File: config.mk
export PLATFORM = sky130hd
export DESIGN_NAME = sdc_top
export DESIGN_NICKNAME = d
export VERILOG_FILES = /design/src/hdl/sdc_pkg.sv /design/src/hdl/sdc_tmr_if.sv /design/src/hdl/sdc_fault_timer.sv /design/src/hdl/sdc_top.sv
export SDC_FILE = /design/constraint.sdc
export NUM_CORES = 1
export LEC_CHECK = 0
export BUFFER_PORTS_ARGS = -buffer_cell sky130_fd_sc_hd__buf_2
export CAP_MARGIN = 0
export CORE_MARGIN = 2
export CORE_UTILIZATION = 65
export CTS_BUF_LIST = sky130_fd_sc_hd__clkbuf_8
export DETAILED_ROUTE_END_ITERATION = 8
export HOLD_SLACK_MARGIN = 0.12
export MAX_ROUTING_LAYER = met4
export PLACE_DENSITY = 0.84
export SLEW_MARGIN = 10
export SYNTH_ARGS = -nofsm -noshare
export SYNTH_HDL_FRONTEND = slang
export SYNTH_SLANG_ARGS = --single-unit
File: constraint.sdc
create_clock -name clk -period 4.55 [get_ports clk]
set_input_delay 1.365 -clock clk [delete_from_list [all_inputs] [get_ports clk]]
set_output_delay 1.365 -clock clk [all_outputs]
set_load 0.02 [all_outputs]
File: src/hdl/sdc_pkg.sv
`default_nettype none

package sdc_pkg;

  localparam int WORD_W = 16;
  localparam int NUM_SW = 6;
  localparam int CNT_W  = 5;

  // Control word fields
  localparam int CTRL_CLEAR_BIT = 0;
  localparam int CTRL_SW_LO     = 1;
  localparam int CTRL_OL_N_BIT  = 13;
  localparam int CTRL_DLY_BIT   = 14;
  localparam int CTRL_RUN_BIT   = 15;
  localparam logic [WORD_W-1:0] CTRL_RESET = 16'hE000;

  // Status word fields
  localparam int STAT_WARN_BIT   = 0;
  localparam int STAT_SW_LO      = 1;
  localparam int STAT_SHORT_BIT  = 13;
  localparam int STAT_STBY_BIT   = 14;
  localparam int STAT_SUPPLY_BIT = 15;
  localparam logic [WORD_W-1:0] STAT_ALL_ONES = 16'hFFFF;

  // Bits in a complete frame
  localparam logic [CNT_W-1:0] FRAME_BITS = 5'h10;
  localparam logic [CNT_W-1:0] CNT_ONE    = 5'h01;

  // Synchroniser lane positions
  localparam int SYN_CS_N    = 0;
  localparam int SYN_SCLK    = 1;
  localparam int SYN_SDI     = 2;
  localparam int SYN_STBY_N  = 3;
  localparam int SYN_SUPPLY  = 4;
  localparam int SYN_WARN    = 5;
  localparam int SYN_THERM   = 6;
  localparam int SYN_SHORT   = 7;
  localparam int SYN_OPEN    = 13;
  localparam int SYN_W       = 19;

  // Shutdown delays in microseconds
  localparam int CLK_PERIOD_NS = 8;
  localparam int SC_LONG_US    = 100000;
  localparam int SC_SHORT_US   = 12500;
  localparam int OV_LONG_US    = 14000;
  localparam int OV_SHORT_US   = 3500;
  localparam int NS_PER_US     = 1000;
  localparam int TMR_W         = 24;

  typedef enum logic {
    SDC_IDLE   = 1'b0,
    SDC_ACTIVE = 1'b1
  } sdc_xfer_t;

endpackage

`default_nettype wire

File: src/hdl/sdc_tmr_if.sv
`default_nettype none

interface sdc_tmr_if #(
  parameter int CW = 24
);
  logic          run;
  logic [CW-1:0] limit;
  logic          expired;

  modport ctl (output run, output limit, input expired);
  modport tmr (input run, input limit, output expired);
endinterface

`default_nettype wire

File: src/hdl/sdc_fault_timer.sv
`default_nettype none

module sdc_fault_timer #(
  parameter int CW = 24
) (
  input  wire logic clk,
  input  wire logic reset_n,
  sdc_tmr_if.tmr    t
);

  logic [CW-1:0] cnt_q;
  logic          expired_q;

  // Restarts from zero whenever the fault goes away
  always_ff @(posedge clk or negedge reset_n) begin
    if (!reset_n) begin
      cnt_q <= '0;
    end else if (!t.run) begin
      cnt_q <= '0;
    end else if (!expired_q) begin
      cnt_q <= cnt_q + CW'(1);
    end
  end

  always_ff @(posedge clk or negedge reset_n) begin
    if (!reset_n) begin
      expired_q <= 1'b0;
    end else if (!t.run) begin
      expired_q <= 1'b0;
    end else if (cnt_q >= t.limit - CW'(1)) begin
      expired_q <= 1'b1;
    end
  end

  assign t.expired = expired_q;

endmodule // sdc_fault_timer

`default_nettype wire

File: src/hdl/sdc_top.sv
`default_nettype none

module sdc_top #(
  parameter int SC_LONG_CYC  = sdc_pkg::SC_LONG_US * sdc_pkg::NS_PER_US / sdc_pkg::CLK_PERIOD_NS,
  parameter int SC_SHORT_CYC = sdc_pkg::SC_SHORT_US * sdc_pkg::NS_PER_US / sdc_pkg::CLK_PERIOD_NS,
  parameter int OV_LONG_CYC  = sdc_pkg::OV_LONG_US * sdc_pkg::NS_PER_US / sdc_pkg::CLK_PERIOD_NS,
  parameter int OV_SHORT_CYC = sdc_pkg::OV_SHORT_US * sdc_pkg::NS_PER_US / sdc_pkg::CLK_PERIOD_NS,
  parameter int NUM_SW       = sdc_pkg::NUM_SW
) (
  input  wire logic              clk,
  input  wire logic              reset_n,
  input  wire logic              cs_n,
  input  wire logic              sclk,
  input  wire logic              serial_data_in,
  output var  logic              sdo,
  output var  logic              sdo_oe,
  input  wire logic              standby_n,
  input  wire logic              supply_fault_in,
  input  wire logic              thermal_warning_in,
  input  wire logic              thermal_off_in,
  input  wire logic [NUM_SW-1:0] short_detect,
  input  wire logic [NUM_SW-1:0] open_load_sense,
  output var  logic [NUM_SW-1:0] drive_on,
  output var  logic [NUM_SW-1:0] ol_current_en
);

  localparam int W  = sdc_pkg::WORD_W;
  localparam int CW = sdc_pkg::TMR_W;
  localparam logic [sdc_pkg::SYN_W-1:0] SYN_IDLE = sdc_pkg::SYN_W'(1) << sdc_pkg::SYN_CS_N;

  logic [sdc_pkg::SYN_W-1:0] syn_meta_q;
  logic [sdc_pkg::SYN_W-1:0] syn_q;
  logic                      cs_n_d1_q;
  logic                      sclk_d1_q;
  logic                      cs_fall;
  logic                      cs_rise;
  logic                      sclk_fall;
  logic                      sclk_rise;
  logic                      sdi_s;
  logic                      standby_n_s;
  logic                      supply_s;
  logic                      thermal_warning;
  logic                      thermal_s;
  logic [NUM_SW-1:0]         short_s;
  logic [NUM_SW-1:0]         open_s;

  sdc_pkg::sdc_xfer_t        xfer_q;
  sdc_pkg::sdc_xfer_t        xfer_d;
  logic [sdc_pkg::CNT_W-1:0] bit_cnt_q;
  logic [W-1:0]              shift_in_q;
  logic [W-1:0]              out_shift_q;
  logic [W-1:0]              control_word_q;
  logic [W-1:0]              diag_status_word;
  logic                      apply_now;
  logic                      status_clear;

  logic                      thermal_off_q;
  logic                      supply_fault_flag_q;
  logic [NUM_SW-1:0]         short_off_q;
  logic [NUM_SW-1:0]         short_exp;
  logic [NUM_SW-1:0]         short_set;
  logic                      supply_exp;
  logic                      supply_off;
  logic                      standby_flag;
  logic                      outputs_allowed;
  logic [NUM_SW-1:0]         sw_ctrl;
  logic [NUM_SW-1:0]         ol_active;
  logic [CW-1:0]             sc_limit;
  logic [CW-1:0]             ov_limit;

  // Every pin crosses two flops; chip select rests high so reset release fakes no frame start
  always_ff @(posedge clk or negedge reset_n) begin
    if (!reset_n) begin
      syn_meta_q <= SYN_IDLE;
      syn_q      <= SYN_IDLE;
    end else begin
      syn_meta_q <= {open_load_sense, short_detect, thermal_off_in, thermal_warning_in,
                     supply_fault_in, standby_n, serial_data_in, sclk, cs_n};
      syn_q      <= syn_meta_q;
    end
  end

  always_ff @(posedge clk or negedge reset_n) begin
    if (!reset_n) begin
      cs_n_d1_q <= 1'b1;
      sclk_d1_q <= 1'b0;
    end else begin
      cs_n_d1_q <= syn_q[sdc_pkg::SYN_CS_N];
      sclk_d1_q <= syn_q[sdc_pkg::SYN_SCLK];
    end
  end

  assign sdi_s           = syn_q[sdc_pkg::SYN_SDI];
  assign standby_n_s     = syn_q[sdc_pkg::SYN_STBY_N];
  assign supply_s        = syn_q[sdc_pkg::SYN_SUPPLY];
  assign thermal_warning = syn_q[sdc_pkg::SYN_WARN];
  assign thermal_s       = syn_q[sdc_pkg::SYN_THERM];
  assign short_s         = syn_q[sdc_pkg::SYN_SHORT +: NUM_SW];
  assign open_s          = syn_q[sdc_pkg::SYN_OPEN +: NUM_SW];

  assign cs_fall   = cs_n_d1_q && !syn_q[sdc_pkg::SYN_CS_N];
  assign cs_rise   = !cs_n_d1_q && syn_q[sdc_pkg::SYN_CS_N];
  assign sclk_fall = sclk_d1_q && !syn_q[sdc_pkg::SYN_SCLK] && (xfer_q == sdc_pkg::SDC_ACTIVE);
  assign sclk_rise = !sclk_d1_q && syn_q[sdc_pkg::SYN_SCLK] && (xfer_q == sdc_pkg::SDC_ACTIVE);

  // Frame state
  always_comb begin
    xfer_d = xfer_q;
    case (xfer_q)
      sdc_pkg::SDC_IDLE: begin
        if (cs_fall) begin
          xfer_d = sdc_pkg::SDC_ACTIVE;
        end
      end
      sdc_pkg::SDC_ACTIVE: begin
        if (cs_rise) begin
          xfer_d = sdc_pkg::SDC_IDLE;
        end
      end
      default: xfer_d = sdc_pkg::SDC_IDLE;
    endcase
  end

  always_ff @(posedge clk or negedge reset_n) begin
    if (!reset_n) begin
      xfer_q <= sdc_pkg::SDC_IDLE;
    end else begin
      xfer_q <= xfer_d;
    end
  end

  // Receive path: bit count saturates so extra clocks cannot wrap it
  always_ff @(posedge clk or negedge reset_n) begin
    if (!reset_n) begin
      bit_cnt_q  <= '0;
      shift_in_q <= '0;
    end else if (cs_fall) begin
      bit_cnt_q  <= '0;
      shift_in_q <= '0;
    end else if (sclk_fall) begin
      shift_in_q <= {sdi_s, shift_in_q[W-1:1]};
      if (bit_cnt_q != sdc_pkg::FRAME_BITS) begin
        bit_cnt_q <= bit_cnt_q + sdc_pkg::CNT_ONE;
      end
    end
  end

  // Only a full frame is executed; a short peek at the warning bit is dropped
  assign apply_now    = cs_rise && (bit_cnt_q == sdc_pkg::FRAME_BITS);
  assign status_clear = apply_now && shift_in_q[sdc_pkg::CTRL_CLEAR_BIT];

  always_ff @(posedge clk or negedge reset_n) begin
    if (!reset_n) begin
      control_word_q <= sdc_pkg::CTRL_RESET;
    end else if (apply_now) begin
      control_word_q <= shift_in_q;
    end
  end

  // Transmit path
  always_ff @(posedge clk or negedge reset_n) begin
    if (!reset_n) begin
      out_shift_q <= '0;
      sdo         <= 1'b0;
    end else if (cs_fall) begin
      out_shift_q <= diag_status_word;
      sdo         <= diag_status_word[sdc_pkg::STAT_WARN_BIT];
    end else if (sclk_rise && (bit_cnt_q != '0)) begin
      out_shift_q <= {1'b0, out_shift_q[W-1:1]};
      sdo         <= out_shift_q[1];
    end
  end

  always_ff @(posedge clk or negedge reset_n) begin
    if (!reset_n) begin
      sdo_oe <= 1'b0;
    end else if (cs_fall) begin
      sdo_oe <= 1'b1;
    end else if (cs_rise) begin
      sdo_oe <= 1'b0;
    end
  end

  // Fault delays
  assign sc_limit = control_word_q[sdc_pkg::CTRL_DLY_BIT] ? CW'(SC_LONG_CYC) : CW'(SC_SHORT_CYC);
  assign ov_limit = control_word_q[sdc_pkg::CTRL_DLY_BIT] ? CW'(OV_LONG_CYC) : CW'(OV_SHORT_CYC);

  sdc_tmr_if #(.CW(CW)) supply_tif ();
  assign supply_tif.run   = supply_s;
  assign supply_tif.limit = ov_limit;
  assign supply_exp       = supply_tif.expired;

  sdc_fault_timer #(.CW(CW)) u_supply_tmr (
    .clk     (clk),
    .reset_n (reset_n),
    .t       (supply_tif.tmr)
  );

  for (genvar i = 0; i < NUM_SW; i++) begin : g_short
    sdc_tmr_if #(.CW(CW)) tif ();
    assign tif.run   = short_s[i] && drive_on[i];
    assign tif.limit = sc_limit;
    assign short_exp[i] = tif.expired;

    sdc_fault_timer #(.CW(CW)) u_tmr (
      .clk     (clk),
      .reset_n (reset_n),
      .t       (tif.tmr)
    );
  end

  // A short during a temperature warning is cut without waiting
  assign short_set = short_exp | (short_s & drive_on & {NUM_SW{thermal_warning}});

  // Sticky flags: a new event in the clearing cycle wins
  always_ff @(posedge clk or negedge reset_n) begin
    if (!reset_n) begin
      short_off_q <= '0;
    end else begin
      short_off_q <= short_set | (short_off_q & ~{NUM_SW{status_clear}});
    end
  end

  always_ff @(posedge clk or negedge reset_n) begin
    if (!reset_n) begin
      supply_fault_flag_q <= 1'b0;
    end else if (supply_exp && supply_s) begin
      supply_fault_flag_q <= 1'b1;
    end else if (status_clear) begin
      supply_fault_flag_q <= 1'b0;
    end
  end

  always_ff @(posedge clk or negedge reset_n) begin
    if (!reset_n) begin
      thermal_off_q <= 1'b0;
    end else if (thermal_s) begin
      thermal_off_q <= 1'b1;
    end else if (status_clear) begin
      thermal_off_q <= 1'b0;
    end
  end

  // Supply cut follows the live fault so recovery needs no host write
  assign supply_off      = supply_exp && supply_s;
  assign standby_flag    = !control_word_q[sdc_pkg::CTRL_RUN_BIT] || !standby_n_s;
  assign outputs_allowed = !standby_flag && !supply_off && !thermal_off_q;
  assign sw_ctrl         = control_word_q[sdc_pkg::CTRL_SW_LO +: NUM_SW];

  always_ff @(posedge clk or negedge reset_n) begin
    if (!reset_n) begin
      drive_on <= '0;
    end else begin
      drive_on <= sw_ctrl & {NUM_SW{outputs_allowed}} & ~short_off_q;
    end
  end

  // Open-load current only on outputs that are off, never in software standby
  assign ol_active = {NUM_SW{!control_word_q[sdc_pkg::CTRL_OL_N_BIT]
                             && control_word_q[sdc_pkg::CTRL_RUN_BIT]}} & ~sw_ctrl;

  always_ff @(posedge clk or negedge reset_n) begin
    if (!reset_n) begin
      ol_current_en <= '0;
    end else begin
      ol_current_en <= ol_active;
    end
  end

  always_comb begin
    diag_status_word = '0;
    if (thermal_off_q) begin
      diag_status_word = sdc_pkg::STAT_ALL_ONES;
    end else begin
      diag_status_word[sdc_pkg::STAT_WARN_BIT] = thermal_warning;
      for (int k = 0; k < NUM_SW; k++) begin
        diag_status_word[sdc_pkg::STAT_SW_LO + k] = ol_active[k] ? open_s[k] : drive_on[k];
      end
      diag_status_word[sdc_pkg::STAT_SHORT_BIT]  = |short_off_q;
      diag_status_word[sdc_pkg::STAT_STBY_BIT]   = standby_flag;
      diag_status_word[sdc_pkg::STAT_SUPPLY_BIT] = supply_fault_flag_q;
    end
  end
endmodule // sdc_top

`default_nettype wire

==> impl_results.md <==
* Number of post-CTS setup repair buffers at 0
* Worst Max-Slew Pin Slew at 0.919 ns
* Synth Flop Type: dfrtp_1
* Setup CP Type: flip-flop to flip-flop
* First-pass GRT wire length at 55.3 mm
* Initial antenna violation count at 0
* Hold path endpoint: syn_q[2]$_DFF_PN0_
* Initial Utilization at 65.7%
* Synth top area cells: dfrtp_1, ha_1, a21oi_1
* Post-DP HPWL at 21.4 mm
* Syn. warnings at 0
* Main combinational cell family by area after synthesis: simple AND/OR/NAND/NOR gates
* Via count of the first global-routing pass at between 10000 and 15000
* DIE AREA at 23900 µm²
* Mux cell area share after synthesis at between 2 and 3%
* Clock sinks at between 200 and 300
* Wire per inst at 17.5 µm
* Xor/xnor share of the synthesized area at under 10%
* Crit end category: flip-flop
* WP buf/inv at 1
* Worst hold path type: flip-flop to flip-flop
* Max VDD drop at approximately 0.26 mV
* CTS resizes at 0
* Synth unique cells at 59
* DR iter-0 viols at a little under 800
* Crit start category: flip-flop
* CP cell instances: ha_1 -> clkinv_1 -> nor2_1 -> a32oi_1
* Area share of and/or/nand/nor cells after synthesis at 22.0%
* Pleak at about 6.7 nW
* Max-cap violation count at 0
* Synthesized-area fraction occupied by adder cells at between 8 and 9%
* Rows at 55
* Placed cells at between 1500 and 2000
* CP peak stage delay at roughly 0.90 ns
* CTS root buffer: clkbuf_8
* CTS Hold Bufs at 0
* Worst EP required at between 4 and 5 ns
* Final Net Count at roughly 1600
* Drt via density at roughly 6.4
* Synthesized area at around 15000 µm²
* Setup Viol. Count Final at 0
* Die Y at about 150 µm
* CP arrival at about 3.7 ns
* Mapped Cells at approximately 1500
* I/O pins at 35
* Vias post-DR at 11700
* Post-synth EDFFs at 0
* RSZ-0062 raised after global routing: no
* Antenna diodes at 0
* Complex-gate fraction of the synthesized area at 12.3%
* Slew headroom at between 30% and 40%
* Post-synthesis sequential area ratio at about half
* FFs w/ async S/R, synth at 100%
* Non-Filler Instances at ~1800
* Worst-Skew Late Latency at between 0.5 and 0.6 ns
* CTS H-tree lvls at 2
* FF-to-FF Start: cs_n_d1_q$_DFF_PN1_
* Top cell type's share of synthesized area at approximately 47%
* Slew Limit Fails at 0
* Mapped Nets at between 1500 and 2000
* DRC errors left at 0
* Grt ovf at 0
* Period utilization at 71.6%
* Setup_tns at 0 ns
* Largest net degree at the start of global routing at 100
* Area leader, netlist: dfrtp_1
* Status: finished, final reports clean
* Startpoint of the worst hold path: syn_meta_q[2]$_DFF_PN0_
* Top delay family on crit path: simple AND/OR/NAND/NOR gates
* Yosys reg bits at between 200 and 300
* TritonCTS clock tree: done
* Total global-route track usage at roughly 29%
* Syn Area/Cell at about 10 µm²
* Hold Vio Cnt, Final at 0
* Clock-pin slew on the worst setup and hold paths at 0.06 ns
* Post-DRT Antenna Nets at 0
* Area Growth Syn to Fin at 8.99%
* Longest Clk Path Bufs at 3
* Crit Reg-Reg Endpoint: out_shift_q[1]$_DFFE_PN0P_
* GP Congestion at roughly 0.87
* Crit path max fanout at 27
* R2r setup slk at around 1.3 ns
* Final wirelength at 32.2 mm
* # port buffers at 34
* DRT Pass-1 Iters at 5
* R2R depth at 4
* Pwr dens at a little over 300 nW/µm²
* Worst hold path depth at 0
* Minimum clock period at 3.26 ns
* Layout cell share with drive strength beyond 1 at under 10%
* Core area at between 20000 and 25000 µm²
* Total CTS buffers at 47
* Tot Pwr at about 4.9 mW
* CP max stage cell: nor2_1
* Die Wd at around 150 µm
* Highest clock rate at a little over 300 MHz
* Clk_skew at ~0.024 ns
-- metrics by stage --
| stage | hold slack, ns | setup WS, ns | cell area (µm²) | util, % |
|---|---|---|---|---|
| finish | 0.344 | 1.29 | 16100 | 71.6 |
| global route | 0.354 | 0.933 | 16100 | 71.6 |
| CTS | 0.348 | 1.31 | 16100 | 71.6 |
| detailed placement | 0.335 | 1.42 | 15100 | 67.4 |
| global placement | 0.333 | 1.59 | 15100 | 67.4 |
| floorplan | 0.331 | 1.64 | 14700 | - |
-- power breakdown --
part	switching [mW]	internal (mW)	total, mW
logic	0.0938	0.0403	0.134
registers	0.0268	2.55	2.58
clock network	1.04	1.15	2.19
-- logic make-up (layout without fill, tap and decap cells) --
family	Yosys count	in the layout
simple gates	612	612
compound gates	291	291
flops	283	283
fa+ha+maj	99	99
buf+inv	82	156
xor+xnor	72	72
mux	37	37
-- per-layer routing --
| layer | wire [µm] | part of all wire, % | global-route usage (%) | vias to the layer above |
|---|---|---|---|---|
| li1 | - | - | - | 5554 |
| met4 | 644 | 2.0 | 8.33 | 0 |
| met1 | 14400 | 45 | 39.6 | 5743 |
| met5 | 0 | 0 | - | - |
| met2 | 15400 | 48 | 45.1 | 323 |
| met3 | 1690 | 5.3 | 3.81 | 62 |
-- cells in the final DEF (no fill, tap or decap), types with 6 or more instances in the layout --
cell type | netlist | routed
dfstp_2 | 6 | 6
and2_1 | 10 | 10
and4_1 | 19 | 19
nand4b_1 | 13 | 13
a21oi_1 | 114 | 114
a211oi_1 | 10 | 10
nand2b_1 | 16 | 16
buf_2 | 3 | 33
o311ai_0 | 6 | 6
or4_1 | 42 | 42
xnor2_1 | 42 | 42
nor2_1 | 119 | 119
a31oi_1 | 10 | 10
ha_1 | 99 | 99
xor2_1 | 30 | 30
nor3b_1 | 8 | 8
nor4_1 | 27 | 27
or3_1 | 35 | 35
a32oi_1 | 7 | 7
inv_1 | 24 | 42
a41o_1 | 9 | 9
clkbuf_8 | 0 | 57
nor2b_1 | 7 | 7
nand4_1 | 39 | 39
nand3_1 | 63 | 63
and3_1 | 11 | 11
nand2_1 | 152 | 152
buf_4 | 0 | 7
clkinv_2 | 0 | 9
a41oi_1 | 6 | 6
o41ai_1 | 7 | 7
mux2_2 | 9 | 9
o31ai_1 | 33 | 33
dfrtp_1 | 277 | 277
o21ai_0 | 59 | 59
mux2i_1 | 28 | 28
o211ai_1 | 12 | 12
nor3_1 | 29 | 29
-- final cells by class --
cell class	count	area [µm²]
fillers	1646	6380
repair buffers	43	273
inverters	25	93.8
clock buffers	57	785
well taps	285	357
flip-flops and latches	283	7090
multi-input cells	1111	7310
clock inverters	31	145
-- Yosys cell counts, types with 24 or more instances --
| cell type | number |
|---|---|
| o21ai_0 | 59 |
| nor4_1 | 27 |
| xnor2_1 | 42 |
| xor2_1 | 30 |
| mux2i_1 | 28 |
| inv_1 | 24 |
| nor2_1 | 119 |
| clkbuf_1 | 44 |
| ha_1 | 99 |
| nand3_1 | 63 |
| or3_1 | 35 |
| dfrtp_1 | 277 |
| o31ai_1 | 33 |
| a21oi_1 | 114 |
| nand4_1 | 39 |
| nor3_1 | 29 |
| or4_1 | 42 |
| nand2_1 | 152 |
-- registers in the layout (all words and copies together) (netlist names), 5 cells and up --
register / flops
syn_q: 19
shift_in_q: 16
g_short.u_tmr.cnt_q: 144
drive_on: 6
u_supply_tmr.cnt_q: 24
syn_meta_q: 19
control_word_q: 9
g_short.u_tmr.t.expired: 6
short_off_q: 6
out_shift_q: 16
ol_current_en: 6
bit_cnt_q: 5
-- how the worst max path moves through the flow --
| stage | depth (start not counted) | startpoint | endpoint |
|---|---|---|---|
| global placement | 4 | cs_n_d1_q$_DFF_PN1_ | out_shift_q[13]$_DFFE_PN0P_ |
| detailed placement | 4 | cs_n_d1_q$_DFF_PN1_ | out_shift_q[1]$_DFFE_PN0P_ |
| CTS | 4 | cs_n_d1_q$_DFF_PN1_ | out_shift_q[2]$_DFFE_PN0P_ |
| floorplan | 6 | control_word_q[14]$_DFFE_PN1P_ | g_short[3].u_tmr.t.expired$_DFFE_PN0P_ |
| global route | 4 | cs_n_d1_q$_DFF_PN1_ | out_shift_q[1]$_DFFE_PN0P_ |
| finish | 4 | cs_n_d1_q$_DFF_PN1_ | out_shift_q[1]$_DFFE_PN0P_ |
-- worst register-to-register path, delay by kind of cell, from the launching register on --
family          cells  cell delay [ns]
simple gates        1             0.90
compound gates      1             0.22
buf+inv             1             0.70
fa+ha+maj           1             0.73
flops               1             0.53
Note: power is estimated with default switching activity, not from simulation.
